--- src/nco_pkg.sv ---
// Purpose: Shared constants for the phase accumulator register bank
// Assumes: Byte addresses on a 32-bit Avalon-MM slave, one register per word
// Notes:   Register values sit in the low byte, upper bits read as zero
package nco_pkg;
   localparam int ACC_W  = 20;
   localparam int REG_W  = 8;
   localparam int ADDR_W = 6;
   localparam int DATA_W = 32;

   // Byte offsets
   localparam logic [5:0] OFS_ACC_LOW   = 6'h00;
   localparam logic [5:0] OFS_ACC_HIGH  = 6'h04;
   localparam logic [5:0] OFS_ACC_UPPER = 6'h08;
   localparam logic [5:0] OFS_INC_LOW   = 6'h0C;
   localparam logic [5:0] OFS_INC_HIGH  = 6'h10;
   localparam logic [5:0] OFS_INC_UPPER = 6'h14;
   localparam logic [5:0] OFS_CLK_CTRL  = 6'h18;
   localparam logic [5:0] OFS_CONTROL   = 6'h1C;
   localparam logic [5:0] OFS_IRQ_STAT  = 6'h20;
   localparam logic [5:0] OFS_IRQ_MASK  = 6'h24;

   // Control register fields
   localparam int CON_EN_BIT  = 7;
   localparam int CON_OUT_BIT = 5;
   localparam int CON_POL_BIT = 4;
   localparam int CON_PFM_BIT = 0;
   // Clock control fields
   localparam int CLK_PWS_LSB = 5;
   localparam int CLK_PWS_W   = 3;
   localparam int CLK_CKS_LSB = 0;
   localparam int CLK_CKS_W   = 2;
   // Interrupt status fields
   localparam int IRQ_OVF_BIT = 0;
   localparam int IRQ_W       = 1;

   // Clock source codes
   localparam logic [1:0] CKS_INTERNAL = 2'h0;
   localparam logic [1:0] CKS_SYSTEM   = 2'h1;
   localparam logic [1:0] CKS_LOGIC    = 2'h2;

   // Reset values
   localparam logic [19:0] ACC_RST = 20'h0_0000;
   localparam logic [19:0] INC_RST = 20'h0_0001;
   localparam logic [7:0]  CON_RST = 8'h00;
   localparam logic [7:0]  CLK_RST = 8'h00;

   // Oscillator clock edges from a step-value low write to the commit
   localparam logic [1:0] COMMIT_TICKS = 2'h2;
   // Default internal source divider, in system clock cycles
   localparam int HF_DIV_DEF = 6;

   typedef enum logic [1:0] {
      BUS_IDLE = 2'b01,
      BUS_ACK  = 2'b10
   } nco_bus_e;
endpackage

--- src/nco_outstage.sv ---
// Purpose: Output stage driven by accumulator overflow
// Assumes: tick is one system cycle per oscillator clock edge
// Notes:   Output level is registered, polarity applied last
module nco_outstage (
   input  wire logic       clk,        // System clock
   input  wire logic       rstn,       // Synchronous reset, active low
   input  wire logic       en,         // Oscillator enable
   input  wire logic       tick,       // Oscillator clock edge
   input  wire logic       ovf,        // Accumulator overflow this tick
   input  wire logic       pfm,        // Pulse frequency mode
   input  wire logic [2:0] pws,        // Pulse width select
   input  wire logic       pol,        // Active low when set
   output logic            out_level   // Output pin level
);
   logic       state_reg;
   logic [7:0] width_reg;

   always_ff @(posedge clk) begin
      if (!rstn) begin
         state_reg <= 1'b0;
         width_reg <= 8'h00;
      end else if (!en) begin
         state_reg <= 1'b0;
         width_reg <= 8'h00;
      end else if (tick) begin
         if (ovf && !pfm) begin
            state_reg <= ~state_reg;
         end else if (ovf && pfm) begin
            state_reg <= 1'b1;
            width_reg <= 8'((9'h001 << pws) - 9'h001);
         end else if (pfm && state_reg) begin
            if (width_reg == 8'h00) begin
               state_reg <= 1'b0;
            end else begin
               width_reg <= width_reg - 8'h01;
            end
         end
      end
   end

   always_ff @(posedge clk) begin
      if (!rstn) begin
         out_level <= 1'b0;
      end else begin
         out_level <= state_reg ^ pol;
      end
   end
endmodule

--- src/nco_regs.sv ---
// Purpose: Register bank and phase accumulator of a numerically controlled oscillator
// Assumes: Avalon-MM slave, every access answered after one wait cycle
// Notes:   Oscillator clock is a one-cycle enable chosen from three sources
//
// How it works
// Accumulator bits 7:0 are the low register
// Accumulator bits 15:8 are the high register
// Accumulator bits 19:16 in upper, rest zero
// Step low register, resets to one
// Step high register, resets to zero
// Step bits 19:16 in upper, rest zero
// Software writes step high bytes before low
// Accumulator and step high bytes reset zero
// Each oscillator edge adds buffered step
// Low write commits step on second edge
// Fixed duty mode toggles output per overflow
// Pulse mode holds output for selected periods
// Accumulator byte write replaces only that byte
// Step reads return software values, not buffer
module nco_regs #(
   parameter int HF_DIV = nco_pkg::HF_DIV_DEF
) (
   input  wire logic        MCLK,           // System clock, 100 MHz
   input  wire logic        RSTN,           // Synchronous reset, active low
   input  wire logic [5:0]  AVS_ADDRESS,    // Byte address
   input  wire logic        AVS_READ,       // Read request
   input  wire logic        AVS_WRITE,      // Write request
   input  wire logic [3:0]  AVS_BYTEENABLE, // Byte lanes
   input  wire logic [31:0] AVS_WRITEDATA,  // Write data
   output logic [31:0]      AVS_READDATA,   // Read data
   output logic             AVS_WAITREQUEST,// Stall
   input  wire logic        LOGIC_CLK_TICK, // Logic-cell clock edge pulse
   output logic             NCO_OUT,        // Oscillator output
   output logic             ACCUM_OVERFLOW,   // Overflow pulse
   output logic             IRQ             // Interrupt, active high
);
   localparam int DIV_W = $clog2(HF_DIV + 1);

   if (HF_DIV < 1) begin : g_chk
      $error("HF_DIV must be at least one");
   end

   nco_pkg::nco_bus_e bus_reg;
   logic [19:0]       acc_reg;
   logic [19:0]       inc_sw_reg;
   logic [19:0]       inc_buf_reg;
   logic [1:0]        commit_cnt_reg;
   logic [7:0]        con_reg;
   logic [7:0]        clk_ctrl_reg;
   logic              irq_stat_reg;
   logic              irq_mask_reg;
   logic [31:0]       rdata_next;
   logic [DIV_W-1:0]  div_reg;
   logic              hf_tick;
   logic              osc_tick;
   logic [20:0]       sum;
   logic              ovf;
   logic              wr_fire;
   logic              lane0;
   logic              osc_en;
   logic              out_level;

   assign osc_en  = con_reg[nco_pkg::CON_EN_BIT];
   assign lane0   = AVS_BYTEENABLE[0];
   assign wr_fire = AVS_WRITE && (bus_reg == nco_pkg::BUS_ACK) && lane0;

   // Bus handshake: one wait cycle, answer in the second cycle
   assign AVS_WAITREQUEST = (AVS_READ || AVS_WRITE) && (bus_reg == nco_pkg::BUS_IDLE);

   always_ff @(posedge MCLK) begin
      if (!RSTN) begin
         bus_reg <= nco_pkg::BUS_IDLE;
      end else begin
         case (bus_reg)
            nco_pkg::BUS_IDLE: begin
               if (AVS_READ || AVS_WRITE) begin
                  bus_reg <= nco_pkg::BUS_ACK;
               end
            end
            nco_pkg::BUS_ACK: begin
               bus_reg <= nco_pkg::BUS_IDLE;
            end
            default: begin
               bus_reg <= nco_pkg::BUS_IDLE;
            end
         endcase
      end
   end

   // Internal oscillator source divided from the system clock
   always_ff @(posedge MCLK) begin
      if (!RSTN) begin
         div_reg <= '0;
      end else if (div_reg == DIV_W'(HF_DIV - 1)) begin
         div_reg <= '0;
      end else begin
         div_reg <= div_reg + DIV_W'(1);
      end
   end
   assign hf_tick = (div_reg == DIV_W'(HF_DIV - 1));

   always_comb begin
      case (clk_ctrl_reg[nco_pkg::CLK_CKS_LSB +: nco_pkg::CLK_CKS_W])
         nco_pkg::CKS_INTERNAL: osc_tick = hf_tick;
         nco_pkg::CKS_SYSTEM:   osc_tick = 1'b1;
         nco_pkg::CKS_LOGIC:    osc_tick = LOGIC_CLK_TICK;
         default:               osc_tick = 1'b0;
      endcase
   end

   assign sum = {1'b0, acc_reg} + {1'b0, inc_buf_reg};
   assign ovf = osc_en && osc_tick && sum[20];

   // Accumulator: adder on oscillator edges, byte writes override
   always_ff @(posedge MCLK) begin
      if (!RSTN) begin
         acc_reg <= nco_pkg::ACC_RST;
      end else begin
         if (osc_en && osc_tick) begin
            acc_reg <= sum[19:0];
         end
         if (wr_fire && AVS_ADDRESS == nco_pkg::OFS_ACC_LOW) begin
            acc_reg[7:0] <= AVS_WRITEDATA[7:0];
         end
         if (wr_fire && AVS_ADDRESS == nco_pkg::OFS_ACC_HIGH) begin
            acc_reg[15:8] <= AVS_WRITEDATA[7:0];
         end
         if (wr_fire && AVS_ADDRESS == nco_pkg::OFS_ACC_UPPER) begin
            acc_reg[19:16] <= AVS_WRITEDATA[3:0];
         end
      end
   end

   // Software-visible step value
   always_ff @(posedge MCLK) begin
      if (!RSTN) begin
         inc_sw_reg <= nco_pkg::INC_RST;
      end else if (wr_fire) begin
         case (AVS_ADDRESS)
            nco_pkg::OFS_INC_LOW:   inc_sw_reg[7:0]   <= AVS_WRITEDATA[7:0];
            nco_pkg::OFS_INC_HIGH:  inc_sw_reg[15:8]  <= AVS_WRITEDATA[7:0];
            nco_pkg::OFS_INC_UPPER: inc_sw_reg[19:16] <= AVS_WRITEDATA[3:0];
            default:                inc_sw_reg        <= inc_sw_reg;
         endcase
      end
   end

   // Buffered step: commits on the second oscillator edge after a low write, follows the software value while disabled
   always_ff @(posedge MCLK) begin
      if (!RSTN) begin
         inc_buf_reg    <= nco_pkg::INC_RST;
         commit_cnt_reg <= 2'h0;
      end else if (!osc_en) begin
         inc_buf_reg    <= inc_sw_reg;
         commit_cnt_reg <= 2'h0;
      end else if (wr_fire && AVS_ADDRESS == nco_pkg::OFS_INC_LOW) begin
         commit_cnt_reg <= nco_pkg::COMMIT_TICKS;
      end else if (commit_cnt_reg != 2'h0 && osc_tick) begin
         commit_cnt_reg <= commit_cnt_reg - 2'h1;
         if (commit_cnt_reg == 2'h1) begin
            inc_buf_reg <= inc_sw_reg;
         end
      end
   end

   // Control and clock selection registers
   always_ff @(posedge MCLK) begin
      if (!RSTN) begin
         con_reg      <= nco_pkg::CON_RST;
         clk_ctrl_reg <= nco_pkg::CLK_RST;
      end else if (wr_fire && AVS_ADDRESS == nco_pkg::OFS_CONTROL) begin
         con_reg[nco_pkg::CON_EN_BIT]  <= AVS_WRITEDATA[nco_pkg::CON_EN_BIT];
         con_reg[nco_pkg::CON_POL_BIT] <= AVS_WRITEDATA[nco_pkg::CON_POL_BIT];
         con_reg[nco_pkg::CON_PFM_BIT] <= AVS_WRITEDATA[nco_pkg::CON_PFM_BIT];
      end else if (wr_fire && AVS_ADDRESS == nco_pkg::OFS_CLK_CTRL) begin
         clk_ctrl_reg[nco_pkg::CLK_PWS_LSB +: nco_pkg::CLK_PWS_W] <=
            AVS_WRITEDATA[nco_pkg::CLK_PWS_LSB +: nco_pkg::CLK_PWS_W];
         clk_ctrl_reg[nco_pkg::CLK_CKS_LSB +: nco_pkg::CLK_CKS_W] <=
            AVS_WRITEDATA[nco_pkg::CLK_CKS_LSB +: nco_pkg::CLK_CKS_W];
      end
   end

   // Sticky overflow flag, write one to clear, a new overflow wins
   always_ff @(posedge MCLK) begin
      if (!RSTN) begin
         irq_stat_reg <= 1'b0;
      end else if (ovf) begin
         irq_stat_reg <= 1'b1;
      end else if (wr_fire && AVS_ADDRESS == nco_pkg::OFS_IRQ_STAT
                   && AVS_WRITEDATA[nco_pkg::IRQ_OVF_BIT]) begin
         irq_stat_reg <= 1'b0;
      end
   end

   always_ff @(posedge MCLK) begin
      if (!RSTN) begin
         irq_mask_reg <= 1'b0;
      end else if (wr_fire && AVS_ADDRESS == nco_pkg::OFS_IRQ_MASK) begin
         irq_mask_reg <= AVS_WRITEDATA[nco_pkg::IRQ_OVF_BIT];
      end
   end

   always_ff @(posedge MCLK) begin
      if (!RSTN) begin
         IRQ          <= 1'b0;
         ACCUM_OVERFLOW <= 1'b0;
      end else begin
         IRQ          <= irq_stat_reg && irq_mask_reg;
         ACCUM_OVERFLOW <= ovf;
      end
   end

   nco_outstage u_out (
      .clk       (MCLK),
      .rstn      (RSTN),
      .en        (osc_en),
      .tick      (osc_tick),
      .ovf       (ovf),
      .pfm       (con_reg[nco_pkg::CON_PFM_BIT]),
      .pws       (clk_ctrl_reg[nco_pkg::CLK_PWS_LSB +: nco_pkg::CLK_PWS_W]),
      .pol       (con_reg[nco_pkg::CON_POL_BIT]),
      .out_level (out_level)
   );
   assign NCO_OUT = out_level;

   // Read mux; unmapped addresses read zero
   always_comb begin
      rdata_next = 32'h0000_0000;
      case (AVS_ADDRESS)
         nco_pkg::OFS_ACC_LOW:   rdata_next[7:0] = acc_reg[7:0];
         nco_pkg::OFS_ACC_HIGH:  rdata_next[7:0] = acc_reg[15:8];
         nco_pkg::OFS_ACC_UPPER: rdata_next[3:0] = acc_reg[19:16];
         nco_pkg::OFS_INC_LOW:   rdata_next[7:0] = inc_sw_reg[7:0];
         nco_pkg::OFS_INC_HIGH:  rdata_next[7:0] = inc_sw_reg[15:8];
         nco_pkg::OFS_INC_UPPER: rdata_next[3:0] = inc_sw_reg[19:16];
         nco_pkg::OFS_CLK_CTRL:  rdata_next[7:0] = clk_ctrl_reg;
         nco_pkg::OFS_CONTROL: begin
            rdata_next[7:0] = con_reg;
            rdata_next[nco_pkg::CON_OUT_BIT] = out_level;
         end
         nco_pkg::OFS_IRQ_STAT:  rdata_next[nco_pkg::IRQ_OVF_BIT] = irq_stat_reg;
         nco_pkg::OFS_IRQ_MASK:  rdata_next[nco_pkg::IRQ_OVF_BIT] = irq_mask_reg;
         default:                rdata_next = 32'h0000_0000;
      endcase
   end

   always_ff @(posedge MCLK) begin
      if (!RSTN) begin
         AVS_READDATA <= 32'h0000_0000;
      end else if (AVS_READ && bus_reg == nco_pkg::BUS_IDLE) begin
         AVS_READDATA <= rdata_next;
      end
   end
endmodule

--- config.mk ---
export PLATFORM = sky130hd
export DESIGN_NAME = nco_regs
export DESIGN_NICKNAME = d
export VERILOG_FILES = /design/src/nco_pkg.sv /design/src/nco_outstage.sv /design/src/nco_regs.sv
export SDC_FILE = /design/constraint.sdc
export NUM_CORES = 1
export LEC_CHECK = 0
export ABC_AREA = 1
export BUFFER_PORTS_ARGS = -buffer_cell sky130_fd_sc_hd__buf_2
export CORE_MARGIN = 4
export CORE_UTILIZATION = 45
export CTS_CLUSTER_SIZE = 8
export DETAILED_ROUTE_END_ITERATION = 6
export GPL_ROUTABILITY_DRIVEN = 0
export GPL_TIMING_DRIVEN = 1
export HOLD_SLACK_MARGIN = 0.06
export PLACE_DENSITY_LB_ADDON = 0.2
export SYNTH_ARGS = -nofsm -noshare
export SYNTH_HDL_FRONTEND = slang
export SYNTH_SLANG_ARGS = --single-unit
--- constraint.sdc ---
create_clock -name MCLK -period 2.3 [get_ports MCLK]
set_input_delay 0.23 -clock MCLK [delete_from_list [all_inputs] [get_ports MCLK]]
set_output_delay 0.23 -clock MCLK [all_outputs]
set_load 0.1 [all_outputs]
==> results_dict.tcl <==
set metrics [dict create \
    setup_viol 3 \
    async_flop_share_pct 0 \
    p_per_area_nw_per_um2 518 \
    arrival_ns 2.56 \
    die_y_um 120 \
    syn_area_um2 5640 \
    first_pass_iters 5 \
    slew_violations 0 \
    row_count 40 \
    cp.required_ns 2.53 \
    synth_compound_area_share_pct 19.8 \
    skew_ns 0.00757 \
    vdd.ir_drop.worst_mv 0.532 \
    synth_edf_count 0 \
    synthAdderAreaFrac_pct 5.91 \
    slowest_delay_ns 0.34 \
    grt_pass1_wl_um 27700 \
    route.detailed.drc 0 \
    rsz0062_at_grt "true" \
    portBuffers 31 \
    min_period_ns 2.33 \
    crit_chain "ha_4, nand2_4, nor2_4, nand2_2, clkinv_2, nand4_1, nand3_4, buf_6, nand4_1, nand2_2, ha_4, nand3_4, nor2_4, a21oi_2, o21a_1" \
    initial_utilization_pct 46.5 \
    grt_overflow 0 \
    finalInstanceArea_um2 7290 \
    cts-hold-fix-buffers 0 \
    routed-via-count 5952 \
    grt_antenna_before_repair 0 \
    grt_max_degree 40 \
    final_util_pct 60.2 \
    layout_commonest_cell "nand2_1" \
    cp_max_fo 5 \
    power_uw 3780 \
    ys_ff_latch 97 \
    synth_cells 809 \
    wl_per_cell_um 16.1 \
    status "complete, but fails checks" \
    finalCritPeriodShare_pct 101 \
    clockBufferDepth 2 \
    slowest_stage "dfxtp_2" \
    numCtsBuffers 9 \
    drive_gt1_share_pct 26.8 \
    worstSetupPathType "flip-flop to flip-flop" \
    synth-xor-area-share_pct 2.80 \
    io_pins 83 \
    tns_ns -0.0703 \
    critPathLaunchType "flip-flop" \
    clkLatencyLatePin_ns 0.35 \
    syn_area_per_cell_um2 6.97 \
    final.setup.worst_slack_ns -0.0294 \
    synth.area.mux_share_pct 0 \
    core_area_um2 12100 \
    synth_simple_gate_area_share_pct 25.8 \
    power_leakage_uw 0.00335 \
    critPathCaptureType "flip-flop" \
    synth_top_family_by_area "simple AND/OR/NAND/NOR gates" \
    wl_um 17700 \
    cap_violations 0 \
    via_per_inst 5.43 \
    drtIter0Drc 617 \
    final_hold_viol_count 0 \
    fin_nets 996 \
    cts_root_buffer "clkbuf_16" \
    yosys.cell_types.count 46 \
    timing.fmax_mhz 429 \
    tritoncts_num_sinks 97 \
    yosysSeqAreaShare_pct 34.5 \
    die_area_um2 14400 \
    hpwl_um 13400 \
    htreeDepth 3 \
    ant_nets 0 \
    path_clk_slew_ns 0.07 \
    tightest_slew_ns 0.521 \
    fillers 1122 \
    grt_use_total_pct 24.1 \
    synth_top_flop_cell "dfxtp_1" \
    antennaDiodeCount 0 \
    slew_headroom_pct 65.1 \
    violations "negative setup slack" \
    area_growth_pct 29.4 \
    mostFrequentLayoutCells "132 x nand2_1, 90 x inv_1, 89 x nor2_1, 89 x buf_4, 77 x dfxtp_1" \
    yosysWarningCount 0 \
    cts_tree "built" \
    dieWidth_um 120 \
    min-delay-path-class "input pin to flip-flop" \
    dpl_cell_area_um2 6420 \
    grt_pass1_vias 5519 \
]
[where the power goes]
group | switching [uW] | internal (uW)
combinational | 323 | 44.5
clock | 643 | 1070
sequential | 9.15 | 1690
[critical path: cells and delay by family (launching register included)]
family	cells	cell delay (ns)
AND/OR/NAND/NOR	9	1.02
adder cells (fa/ha/maj)	2	0.45
flip-flops	1	0.34
AO/OA/AOI/OAI	2	0.23
buffers and inverters	2	0.19
[through the flow]
| stage | hold WS (ns) | instances | setup slack (ns) |
|---|---|---|---|
| 5_1_grt | 0.201 | 1096 | -0.172 |
| 3_3_place_gp | 0.429 | 1064 | -0.0754 |
| 3_5_place_dp | 0.455 | 1064 | -0.155 |
| 2_1_floorplan | 0.365 | 832 | 0.00157 |
| 4_1_cts | 0.201 | 1092 | -0.0235 |
| 6_report | 0.210 | 1096 | -0.0294 |
[repair_timing]
item	in CTS	in global routing
setup endpoints to repair	8	25
pin swaps	14	26
buffers inserted	12	5
resized for setup	49	47
[area by class of cell]
class                   instances  area (um^2)  area share [%]
multi-input cells             596         3550            48.7
clock inverters                 6          115            1.58
inverters                      97          365            5.01
repair buffers                122          846            11.6
clock buffers                  10          229            3.14
well taps                     168          210            2.88
flip-flops and latches         97         1970            27.1
[metal layers]
| layer | wire length, um | global-route usage, % | vias up | share of wire (%) |
|---|---|---|---|---|
| li1 | - | - | 2884 | - |
| met1 | 7440 | 31.6 | 2768 | 42 |
| met2 | 8510 | 40.3 | 252 | 48 |
| met3 | 1200 | 4.52 | 48 | 6.8 |
| met4 | 546 | 7.37 | 0 | 3.1 |
| met5 | 0 | 0 | - | 0 |
[cells in the mapped netlist (all sizes together) (7+ instances only)]
cell type | number | area [um^2]
nand3 | 34 | 190
a31oi | 16 | 100
ha | 25 | 313
o21ai | 79 | 395
buf | 33 | 236
xor2 | 9 | 78.8
clkbuf | 9 | 33.8
dfxtp | 97 | 1940
nand2 | 162 | 641
a22oi | 7 | 52.6
nor3 | 11 | 65.1
xnor2 | 9 | 78.8
a21oi | 62 | 310
nor2 | 104 | 430
nand4 | 12 | 75.1
inv | 95 | 357
[path summary, 6_finish.rpt]
kind	slack [ns]	startpoint	end	cells after the start
min reg2reg	0.47	AVS_READDATA[6]	AVS_READDATA[6]	2
max	-0.03	acc_reg[15]	u_out.width_reg[6]	15
min	0.21	AVS_WRITEDATA[2]	acc_reg[10]	3
max reg2reg	-0.03	acc_reg[15]	u_out.width_reg[6]	15
[logic make-up after synthesis]
logic type | count (synthesis)
AOI/OAI and AO/OA | 197
xor gates and xnor gates | 18
adders and majority gates | 26
buffers and inverters | 139
DFF | 97
other | 1
and+or+nand+nor | 331
Note: power is estimated with default switching activity, not from simulation.
